==> src/sbrg_defs.vh <==
`ifndef SBRG_DEFS_VH
`define SBRG_DEFS_VH

// ****************************************
// register indices and byte addresses
// ****************************************
`define SBRG_IDX_DIVCTL      18'h0FF73
`define SBRG_IDX_CLKSRC      18'h0FF74
`define SBRG_IDX_STATUS      18'h0FF75
`define SBRG_ADDR_DIVCTL     18'h3FDCC
`define SBRG_ADDR_CLKSRC     18'h3FDD0
`define SBRG_ADDR_STATUS     18'h3FDD4

// ****************************************
// reset values
// ****************************************
`define SBRG_RST_DIVCTL      8'h00
`define SBRG_RST_CLKSRC      2'h0

// ****************************************
// field positions
// ****************************************
`define SBRG_DIV_CODE_LSB    0
`define SBRG_DIV_CODE_MSB    3
`define SBRG_PRE_SEL_LSB     4
`define SBRG_PRE_SEL_MSB     7
`define SBRG_CLK_HALVE_BIT   0
`define SBRG_CLK_INTSEL_BIT  1

// ****************************************
// codes and counts
// ****************************************
`define SBRG_DIV_BYPASS      4'hF
`define SBRG_DIV_BASE        5'h0F
`define SBRG_PRE_CODE_SLOW   4'h0
`define SBRG_PRE_CODE_FIRST  4'h5
`define SBRG_PRE_CODE_LAST   4'hE
`define SBRG_PRE_EXP_SLOW    4'hA
`define SBRG_PRE_WIDTH       10

`endif

==> src/sbrg_div5.v <==
`timescale 1ns/1ns
`default_nettype none

// ****************************************
// 5-bit divide-by-(limit+1) counter
// ****************************************
module sbrg_div5 (
  // clock and reset
  input  wire       sys_clk_i,
  input  wire       arst_n_i,
  // control
  input  wire       tick_i,
  input  wire       clear_i,
  input  wire [4:0] limit_i,
  // result
  output wire       wrap_o,
  output reg  [4:0] count_o
);

  assign wrap_o = tick_i & (count_o == limit_i);

  always @(posedge sys_clk_i or negedge arst_n_i) begin
    if (!arst_n_i) begin
      count_o <= 5'h00;
    end else if (clear_i) begin
      count_o <= 5'h00;
    end else if (wrap_o) begin
      count_o <= 5'h00;
    end else if (tick_i) begin
      count_o <= count_o + 5'h01;
    end
  end

endmodule

`default_nettype wire

==> src/sbrg_top.v <==
// Decided for this implementation: the APB slave port.
`timescale 1ns/1ns
`default_nettype none
`include "sbrg_defs.vh"

// Contract
// - divider control is 8-bit read/write, reset 00, whole-byte writes only
// - low nibble k 0..14 divides counter source by k+16
// - k all ones passes source undivided; only for synchronous 3-wire use
// - upper nibble picks system clock over 2^(n-1); 0 is n=11, 5..14 n=1..10
// - system clock is oscillator or half of it, per halving select
// - internal bit rate is system clock over 2^n times (k+16)
// - external pin bit rate is pin frequency over 2 times (k+16)
// - divide stage is a 5-bit counter on the selected source
// - clock select 0 takes external pin, 1 internal; 1 frees the pin
module sbrg_top (
  // clock and reset
  input  wire        sys_clk_i,
  input  wire        arst_n_i,
  // apb slave
  input  wire        psel_i,
  input  wire        penable_i,
  input  wire        pwrite_i,
  input  wire [31:0] paddr_i,
  input  wire [31:0] pwdata_i,
  input  wire [3:0]  pstrb_i,
  output reg  [31:0] prdata_o,
  output reg         pready_o,
  output reg         pslverr_o,
  // external clock pin
  input  wire        external_baud_clock_pin_i,
  // generator outputs
  output reg         baud_clk_o,
  output reg         baud_tick_o,
  output reg         ext_pin_free_o
);

  // ****************************************
  // registers
  // ****************************************
  reg  [7:0]  baud_divider_control;
  reg         osc_halving_select;
  reg         clk_int_select;
  reg         fxx_phase;
  reg  [9:0]  pre_cnt;
  reg         ext_pin_q;
  reg  [3:0]  pre_exp;
  reg         prescale_ok;

  // ****************************************
  // field decode
  // ****************************************
  wire [3:0] divisor_code;
  wire [3:0] prescale_code;
  wire       divisor_code_bit3;
  wire       divisor_code_bit2;
  wire       divisor_code_bit1;
  wire       divisor_code_bit0;
  wire       prescale_sel_bit3;
  wire       prescale_sel_bit2;
  wire       prescale_sel_bit1;
  wire       prescale_sel_bit0;

  assign divisor_code_bit3 = baud_divider_control[`SBRG_DIV_CODE_MSB];
  assign divisor_code_bit2 = baud_divider_control[`SBRG_DIV_CODE_LSB + 2];
  assign divisor_code_bit1 = baud_divider_control[`SBRG_DIV_CODE_LSB + 1];
  assign divisor_code_bit0 = baud_divider_control[`SBRG_DIV_CODE_LSB];
  assign prescale_sel_bit3 = baud_divider_control[`SBRG_PRE_SEL_MSB];
  assign prescale_sel_bit2 = baud_divider_control[`SBRG_PRE_SEL_LSB + 2];
  assign prescale_sel_bit1 = baud_divider_control[`SBRG_PRE_SEL_LSB + 1];
  assign prescale_sel_bit0 = baud_divider_control[`SBRG_PRE_SEL_LSB];
  assign divisor_code  = {divisor_code_bit3, divisor_code_bit2,
                          divisor_code_bit1, divisor_code_bit0};
  assign prescale_code = {prescale_sel_bit3, prescale_sel_bit2,
                          prescale_sel_bit1, prescale_sel_bit0};

  // ****************************************
  // apb decode
  // ****************************************
  wire        setup_phase;
  wire        access_done;
  wire        hit_divctl;
  wire        hit_clksrc;
  wire        hit_status;
  wire        hit_any;
  wire        wr_divctl;
  wire        wr_clksrc;

  assign setup_phase = psel_i & ~penable_i;
  assign access_done = psel_i & penable_i & pready_o;
  assign hit_divctl  = (paddr_i == {14'h0000, `SBRG_ADDR_DIVCTL});
  assign hit_clksrc  = (paddr_i == {14'h0000, `SBRG_ADDR_CLKSRC});
  assign hit_status  = (paddr_i == {14'h0000, `SBRG_ADDR_STATUS});
  assign hit_any     = hit_divctl | hit_clksrc | hit_status;
  // whole byte lane required
  assign wr_divctl   = access_done & pwrite_i & hit_divctl & pstrb_i[0];
  assign wr_clksrc   = access_done & pwrite_i & hit_clksrc & pstrb_i[0];

  // ****************************************
  // register file
  // ****************************************
  always @(posedge sys_clk_i or negedge arst_n_i) begin
    if (!arst_n_i) begin
      baud_divider_control <= `SBRG_RST_DIVCTL;
    end else if (wr_divctl) begin
      baud_divider_control <= pwdata_i[7:0];
    end
  end

  always @(posedge sys_clk_i or negedge arst_n_i) begin
    if (!arst_n_i) begin
      {clk_int_select, osc_halving_select} <= `SBRG_RST_CLKSRC;
    end else if (wr_clksrc) begin
      osc_halving_select <= pwdata_i[`SBRG_CLK_HALVE_BIT];
      clk_int_select     <= pwdata_i[`SBRG_CLK_INTSEL_BIT];
    end
  end

  // ****************************************
  // status word
  // ****************************************
  wire [4:0] div_count;
  wire [7:0] status_word;

  assign status_word = {baud_clk_o, prescale_ok, div_count, fxx_phase};

  // ****************************************
  // apb answer, zero wait states
  // ****************************************
  reg  [31:0] next_rdata;
  reg         next_pready;
  reg         next_pslverr;
  reg  [31:0] next_prdata;

  always @* begin
    next_rdata = 32'h00000000;
    if (hit_divctl) begin
      next_rdata = {24'h000000, baud_divider_control};
    end else if (hit_clksrc) begin
      next_rdata = {30'h00000000, clk_int_select, osc_halving_select};
    end else if (hit_status) begin
      next_rdata = {24'h000000, status_word};
    end
  end

  always @* begin
    next_pready  = 1'b0;
    next_pslverr = 1'b0;
    next_prdata  = 32'h00000000;
    if (setup_phase) begin
      next_pready  = 1'b1;
      next_pslverr = ~hit_any;
      if (!pwrite_i) begin
        next_prdata = next_rdata;
      end
    end
  end

  always @(posedge sys_clk_i or negedge arst_n_i) begin
    if (!arst_n_i) begin
      pready_o  <= 1'b0;
      pslverr_o <= 1'b0;
      prdata_o  <= 32'h00000000;
    end else begin
      pready_o  <= next_pready;
      pslverr_o <= next_pslverr;
      prdata_o  <= next_prdata;
    end
  end

  // ****************************************
  // system clock: oscillator or half of it
  // ****************************************
  wire fxx_tick;

  always @(posedge sys_clk_i or negedge arst_n_i) begin
    if (!arst_n_i) begin
      fxx_phase <= 1'b0;
    end else begin
      fxx_phase <= ~fxx_phase;
    end
  end

  assign fxx_tick = osc_halving_select | fxx_phase;

  // ****************************************
  // prescaler
  // ****************************************
  always @* begin
    pre_exp     = 4'h0;
    prescale_ok = 1'b0;
    case (prescale_code)
      `SBRG_PRE_CODE_SLOW: begin
        pre_exp     = `SBRG_PRE_EXP_SLOW;
        prescale_ok = 1'b1;
      end
      4'h5, 4'h6, 4'h7, 4'h8, 4'h9, 4'hA, 4'hB, 4'hC, 4'hD, 4'hE: begin
        pre_exp     = prescale_code - `SBRG_PRE_CODE_FIRST;
        prescale_ok = 1'b1;
      end
      default: begin
        // prohibited codes stop the source
        pre_exp     = 4'h0;
        prescale_ok = 1'b0;
      end
    endcase
  end

  always @(posedge sys_clk_i or negedge arst_n_i) begin
    if (!arst_n_i) begin
      pre_cnt <= 10'h000;
    end else if (wr_divctl) begin
      pre_cnt <= 10'h000;
    end else if (fxx_tick) begin
      pre_cnt <= pre_cnt + 10'h001;
    end
  end

  wire [9:0] pre_mask;
  wire       int_tick;

  assign pre_mask = ~(10'h3FF << pre_exp);
  // fxx over 2^(n-1); the toggle supplies the last factor of two
  assign int_tick = fxx_tick & prescale_ok & ((pre_cnt & pre_mask) == pre_mask);

  // ****************************************
  // external pin source
  // ****************************************
  always @(posedge sys_clk_i or negedge arst_n_i) begin
    if (!arst_n_i) begin
      ext_pin_q <= 1'b0;
    end else begin
      ext_pin_q <= external_baud_clock_pin_i;
    end
  end

  wire ext_tick;

  // one tick per pin period; prescaler plays no part
  assign ext_tick = external_baud_clock_pin_i & ~ext_pin_q;

  // ****************************************
  // source select and 5-bit divider
  // ****************************************
  wire       src_tick;
  wire [4:0] div_limit;
  wire       div_wrap;

  assign src_tick  = clk_int_select ? int_tick : ext_tick;
  // bypass code divides by one
  assign div_limit = (divisor_code == `SBRG_DIV_BYPASS) ? 5'h00 :
                     ({1'b0, divisor_code} + `SBRG_DIV_BASE);

  sbrg_div5 u_div5 (
    .sys_clk_i (sys_clk_i),
    .arst_n_i  (arst_n_i),
    .tick_i    (src_tick),
    .clear_i   (wr_divctl),
    .limit_i   (div_limit),
    .wrap_o    (div_wrap),
    .count_o   (div_count)
  );

  // ****************************************
  // next output values
  // ****************************************
  reg         next_baud_clk;
  reg         next_baud_tick;
  reg         next_ext_pin_free;

  always @* begin
    next_baud_clk     = baud_clk_o;
    next_baud_tick    = 1'b0;
    next_ext_pin_free = clk_int_select;
    if (wr_divctl) begin
      // a write mid-transfer restarts the divider
      next_baud_clk = 1'b0;
    end else if (div_wrap) begin
      next_baud_clk  = ~baud_clk_o;
      next_baud_tick = 1'b1;
    end
  end

  // ****************************************
  // output flops
  // ****************************************
  always @(posedge sys_clk_i or negedge arst_n_i) begin
    if (!arst_n_i) begin
      baud_clk_o     <= 1'b0;
      baud_tick_o    <= 1'b0;
      ext_pin_free_o <= 1'b0;
    end else begin
      baud_clk_o     <= next_baud_clk;
      baud_tick_o    <= next_baud_tick;
      ext_pin_free_o <= next_ext_pin_free;
    end
  end

endmodule

`default_nettype wire

==> config.mk <==
export PLATFORM = sky130hd
export DESIGN_NAME = sbrg_top
export DESIGN_NICKNAME = d
export VERILOG_FILES = /design/src/sbrg_div5.v /design/src/sbrg_top.v
export VERILOG_INCLUDE_DIRS = /design/src
export SDC_FILE = /design/constraint.sdc
export NUM_CORES = 1
export LEC_CHECK = 0
export BUFFER_PORTS_ARGS = -buffer_cell sky130_fd_sc_hd__buf_4
export CAP_MARGIN = 5
export CORE_AREA = 2 2 75 77
export CTS_BUF_LIST = sky130_fd_sc_hd__clkbuf_8
export CTS_CLUSTER_DIAMETER = 200
export CTS_CLUSTER_SIZE = 14
export DETAILED_ROUTE_END_ITERATION = 6
export DIE_AREA = 0 0 77 79
export PLACE_DENSITY = 0.79
export REMOVE_ABC_BUFFERS = 1
export SLEW_MARGIN = 30
export SYNTH_ARGS = -nofsm -noshare
export SYNTH_HDL_FRONTEND = slang
export SYNTH_SLANG_ARGS = --single-unit
==> constraint.sdc <==
create_clock -name sys_clk_i -period 7.73 [get_ports sys_clk_i]
set_clock_uncertainty 0.2 [all_clocks]
set_input_delay 1.1595 -clock sys_clk_i [delete_from_list [all_inputs] [get_ports sys_clk_i]]
set_output_delay 1.1595 -clock sys_clk_i [all_outputs]
set_load 0.01 [all_outputs]
Word level (Yosys, flattened, before mapping):

Cells that the tools add are included.

* word-level logic and storage cells: 82
* bits of input ports: 74
* bits in registers: 64
* output and inout bits: 37

* eq/ne operators: 16
* bitwise operators: 22
* shift operators: 1
* reductions and logical operators: 6
* mux-type cells: 20
* $add $sub $neg: 4

Operators by type and width (count)
* two-way mux 32 bit: 4
* equality test 32 x 18 -> 1 bit (second input constant): 3
* equality test 4 bit (second input constant): 8
* two-way mux 10 bit: 2
* two-way mux 5 bit: 4
* bitwise AND 1 bit: 12
* equality test 4 x 3 -> 1 bit (second input constant): 3
* OR reduction 11 bit: 1
* adder 10 x 1 -> 10 bit (second input constant): 1
* bitwise AND 10 bit: 1
* equality test 10 bit: 1
* inverter 10 bit: 1
* OR reduction 10 bit: 1
* << shifter 10 x 4 -> 10 bit (first input constant): 1
* two-way mux 1 bit: 8
* two-way mux 8 bit: 1
* case mux 4 bit (2 select lines): 1
* adder 4 x 4 -> 5 bit (second input constant): 1
* adder 5 x 1 -> 5 bit (second input constant): 1
* equality test 5 bit: 1
* inverter 1 bit: 5
* zero test 4 bit: 1
* nonzero test 2 bit: 2
* subtractor 4 x 3 -> 4 bit (second input constant): 1
* 2 further kinds: 4

Depth between registers and ports, before layout:

* word-level depth: 12
* mapped depth: 10
* gate-level depth less buffers: 9

Cells and area by module:

A second synthesis with hierarchy kept.

* cells, all modules: 243
* area total of the unflattened synthesis: 2446.1 um2

By module, submodules not included
* sbrg_top: instances 1, seq. area each 875.8 um2, area each 2120.8 um2, cells an instance 213
* sbrg_div5: instances 1, seq. area each 125.1 um2, area each 325.3 um2, cells an instance 30

Worst setup path after synthesis:

No wires, ideal clock.

* kind: input to register
* from: in paddr_i[9]
* to: reg u_div5.count_o[2]
* data required time: 7408 ps
* cell stages on the path: 7
* setup time: 122 ps
* buffers on the path: 1
* slack: 4612 ps
* data arrival time: 2796 ps
* cells stage by stage: and4b_1 -> nand3_1 -> nor4_1 -> nor4b_1 -> clkbuf_1 -> nand2_1 -> a32o_1

* word-level cells in the longest chain between the ends: 4
* elaborated cells between the ends (all ways): 5
* classes of those cells: 1 x eq/ne; 1 x mux; 2 x bitwise; 1 x reduce/logical

Ends and longest elaborated chain
* start, declared: RTL line sbrg_top.v:24 `input wire [31:0] paddr_i,`
* equality test 32 x 18 -> 1 bit (*): RTL line sbrg_top.v:91 `` assign hit_divctl = (paddr_i == {14'h0000, `SBRG_ADDR_DIVCTL}); ``
* bitwise AND 1 bit (*) (2 in a row): RTL line sbrg_top.v:96 `assign wr_divctl = access_done & pwrite_i & hit_divctl & pstrb_i[0];`
* nonzero test 3 bit (no line) or two-way mux 5 bit (tied branches)
* end signal, assigned: RTL line sbrg_div5.v:30 `count_o <= count_o + 5'h01;`
* end, declared: RTL line sbrg_div5.v:17 `output reg [4:0] count_o`

Every way passes the cells marked *; elsewhere a longest branch is shown, timed or not.
A chain may end at the register's enable or synchronous reset.

Final worst setup path:

* from: in paddr_i[9]
* to: reg u_div5.count_o[3]

The elaborated chain is that of the path after synthesis.

==> results.cfg <==
[finish]
synthToLayoutAreaGrowth_pct = 19.3
design.final.nets = 409
antenna_cells = 0
nFillCells = 506
drive_above_1_share_pct = 24.3
layout.cells.most_common = sky130_fd_sc_hd__buf_4
final_cell_count_no_fill = 401
mostFrequentLayoutCells = 60 x sky130_fd_sc_hd__buf_4, 40 x sky130_fd_sc_hd__dfrtp_1, 31 x sky130_fd_sc_hd__nor2_1

[synth]
synth_cell_types = 61
syn_area_mm2 = 0.00254
synth.ff_latch_count = 40
synthesis.area_per_instance_um2 = 9.16
synth_async_sr_flop_share_pct = 100
synth_edf_count = 0
dominantRegCellSynth = sky130_fd_sc_hd__dfrtp_1
synthCells = 277
synthesis.yosys.warnings = 0
seq_area_frac_synth_pct = 39.5

[setup_path]
cp_slowest_stage_delay_ps = 520
cpLargestDelayFamily = simple AND/OR/NAND/NOR gates
cp.required_ps = 7720
startpoint_type = primary input
timing.critical_path.cells = buf_4 -> and4b_1 -> nand3_1 -> nor4_1 -> nor4b_1 -> buf_4 -> and2_1 -> buf_8 -> nor3_1 -> a32o_1
critical_path_peak_fanout = 15
cp_capture_type = register
cp.buffers_inverters = 3
reg2reg_setup_slack_ps = 4510
class_of_the_most_critical_setup_path = primary input to register
worstPathArrival_ps = 3490
max_stage_delay_cell_worst_path = sky130_fd_sc_hd__and2_1
cell_occurring_most_often_along_the_worst_timing_path = sky130_fd_sc_hd__buf_4

[place]
place.port_buffers = 59
hpwlAfterDp_um = 4160
gp_congestion = 0.819
setup_slack_placement_ps = 3920
placed_cells = 394

[routing]
top_signal_layer_used = met4
drt-vias-per-instance = 5.37
overall_routed_net_length_um = 5690
final_antenna_net_count = 0
met3_wirelength_um = 266
wl_per_cell_um = 14.2
drcViolationCount = 0
total_via_count_in_the_routed_design = 2155
routedLengthMet1_um = 2400
wire_length_on_met2_um = 2890
drt_first_iter_violations = 206
first_pass_iters = 7

[timing]
finalSetupViolations = 0
final_hold_violation_count = 0
final.setup.worst_slack_ps = 4220
slew-limit-headroom_pct = 60.9
max_slew.worst_pin.slew_ps = 587
finalCritPeriodShare_pct = 45.4
min_period_ps = 3510
clock.fmax_ghz = 0.285
drv_slew = 0
grt_setup_unrepaired = false
holdWs_ps = 273
fin_tns_setup_ps = 0

[power]
switching_share_pct = 27.6
peakVddDrop_mv = 0.115
clock_network_power_share_pct = 31.3
netSwitchingPower_uw = 133
power_report.internal_total_uw = 348
total_leakage_power_uw = 0.00143
power.combinational.fraction_pct = 15.9
seq_power_share_pct = 52.7
power.density_mw_per_mm2 = 159
fin_total_pwr_uw = 481

[global_route]
track_usage_pct = 19.6
vias_in_the_first_global_route = 2024
maximum_number_of_pins_on_one_net_before_global_route_repair = 41
global_route_wire_length_before_repair_um = 9420
grt_remaining_overflow = 0
grt_antenna_before_repair = 0

[floorplan]
initial_utilization_pct = 47.5
num_rows = 27
io_pins = 111
floorplan.die.height_um = 79
design.die.area_mm2 = 0.00608
die-width_um = 77
core_area_mm2 = 0.00534

[cts]
cts.repair.resized = 0
cts_max_path_buffers = 2
worstSkewPairLatency_ps = 300
clkSlewWorstSetupHoldPaths_ps = 80
post-cts-setup-buffer-count = 0
cts_htree_levels = 2
cts_sinks = 40
cell_at_the_root_of_the_clock_tree = sky130_fd_sc_hd__clkbuf_8
cts_tree = built
cts.hold.buffers_added = 0
cts_inserted_buffers = 5

[run]
timing.max_cap.violations = 0

[min_path]
hold_path.class = register to register

[status]
status = finished clean
==> cell type report <==
type / count / area [µm²] / area share (%)
Clock buffer: 7 / 96.3 / 3.18
Inverter: 8 / 30.0 / 0.992
Multi-Input combinational cell: 213 / 1340 / 44.4
Sequential cell: 40 / 1000 / 33.1
Tap cell: 72 / 90.1 / 2.98
Timing Repair Buffer: 61 / 465 / 15.4
==> logic make-up after synthesis <==
| group | synth area share (%) |
|---|---|
| AOI/OAI and AO/OA | 17.2 |
| xor gates and xnor gates | 3.80 |
| adders and majority gates | 2.96 |
| buffers and inverters | 11.0 |
| DFF | 39.5 |
| muxes | 2.57 |
| other | 0.148 |
| and+or+nand+nor | 22.9 |
==> routing by layer <==
layer | vias up | GRT usage [%]
met1 | 1021 | 23.9
met2 | 67 | 33.9
met4 | 0 | 8.57
met3 | 14 | 3.86
met5 | - | 0
li1 | 1053 | -
==> flip-flops by register name, summed over array words and instances (netlist names) <==
signal                count
fxx_phase                 1
baud_divider_control      8
ext_pin_q                 1
ext_pin_free_o            1
osc_halving_select        1
prdata_o                  8
pready_o                  1
pslverr_o                 1
u_div5.count_o            5
clk_int_select            1
baud_tick_o               1
baud_clk_o                1
pre_cnt                  10
==> metrics by stage <==
stage | util [%] | area (µm²)
2_1_floorplan | - | 2370
3_3_place_gp | 54.6 | 2920
3_5_place_dp | 54.9 | 2930
4_1_cts | 56.7 | 3030
5_1_grt | 56.7 | 3030
6_report | 56.7 | 3030
==> cell usage after synthesis (all sizes together) (3+ instances only) <==
| master | number | area, µm² |
|---|---|---|
| ha | 6 | 75.1 |
| nand2 | 29 | 109 |
| a32o | 3 | 30.0 |
| o21ai | 5 | 25.0 |
| a22oi | 6 | 45.0 |
| inv | 8 | 30.0 |
| xnor2 | 5 | 43.8 |
| nand4 | 4 | 25.0 |
| a21oi | 9 | 45.0 |
| nor2b | 3 | 18.8 |
| nor2 | 31 | 116 |
| a21boi | 3 | 22.5 |
| and4 | 3 | 26.3 |
| buf | 31 | 218 |
| nand3 | 12 | 60.1 |
| nor3 | 5 | 25.0 |
| or3 | 3 | 23.8 |
| nor4 | 9 | 56.3 |
| clkbuf | 8 | 30.0 |
| xor2 | 6 | 52.6 |
| dfrtp | 40 | 1000 |
==> path summary, 6_finish.rpt <==
| check | cells after the start | to | from |
|---|---|---|---|
| worst max-delay path | 10 | u_div5.count_o[3]$_DFFE_PN0P_ | paddr_i[9] |
| worst min-delay path | 1 | fxx_phase$_DFF_PN0_ | fxx_phase$_DFF_PN0_ |
| worst max register to register | 9 | u_div5.count_o[2]$_DFFE_PN0P_ | baud_divider_control[4]$_DFFE_PN0P_ |
| worst min register to register | 1 | fxx_phase$_DFF_PN0_ | fxx_phase$_DFF_PN0_ |
| max in group asynchronous | 1 | baud_divider_control[2]$_DFFE_PN0P_ | arst_n_i |
| min in group asynchronous | 1 | pre_cnt[5]$_DFFE_PN0P_ | arst_n_i |
==> power by group through the flow <==
stage                     clock network, µW  registers (µW)  logic [µW]
after floorplan                           0             249        42.7
after global routing                    162             258        85.8
final                                   151             254        76.6
after CTS                               155             253        76.9
after global placement                    0             257        74.8
after detailed placement                  0             257        76.7
Power figures use the tool's default switching activity.
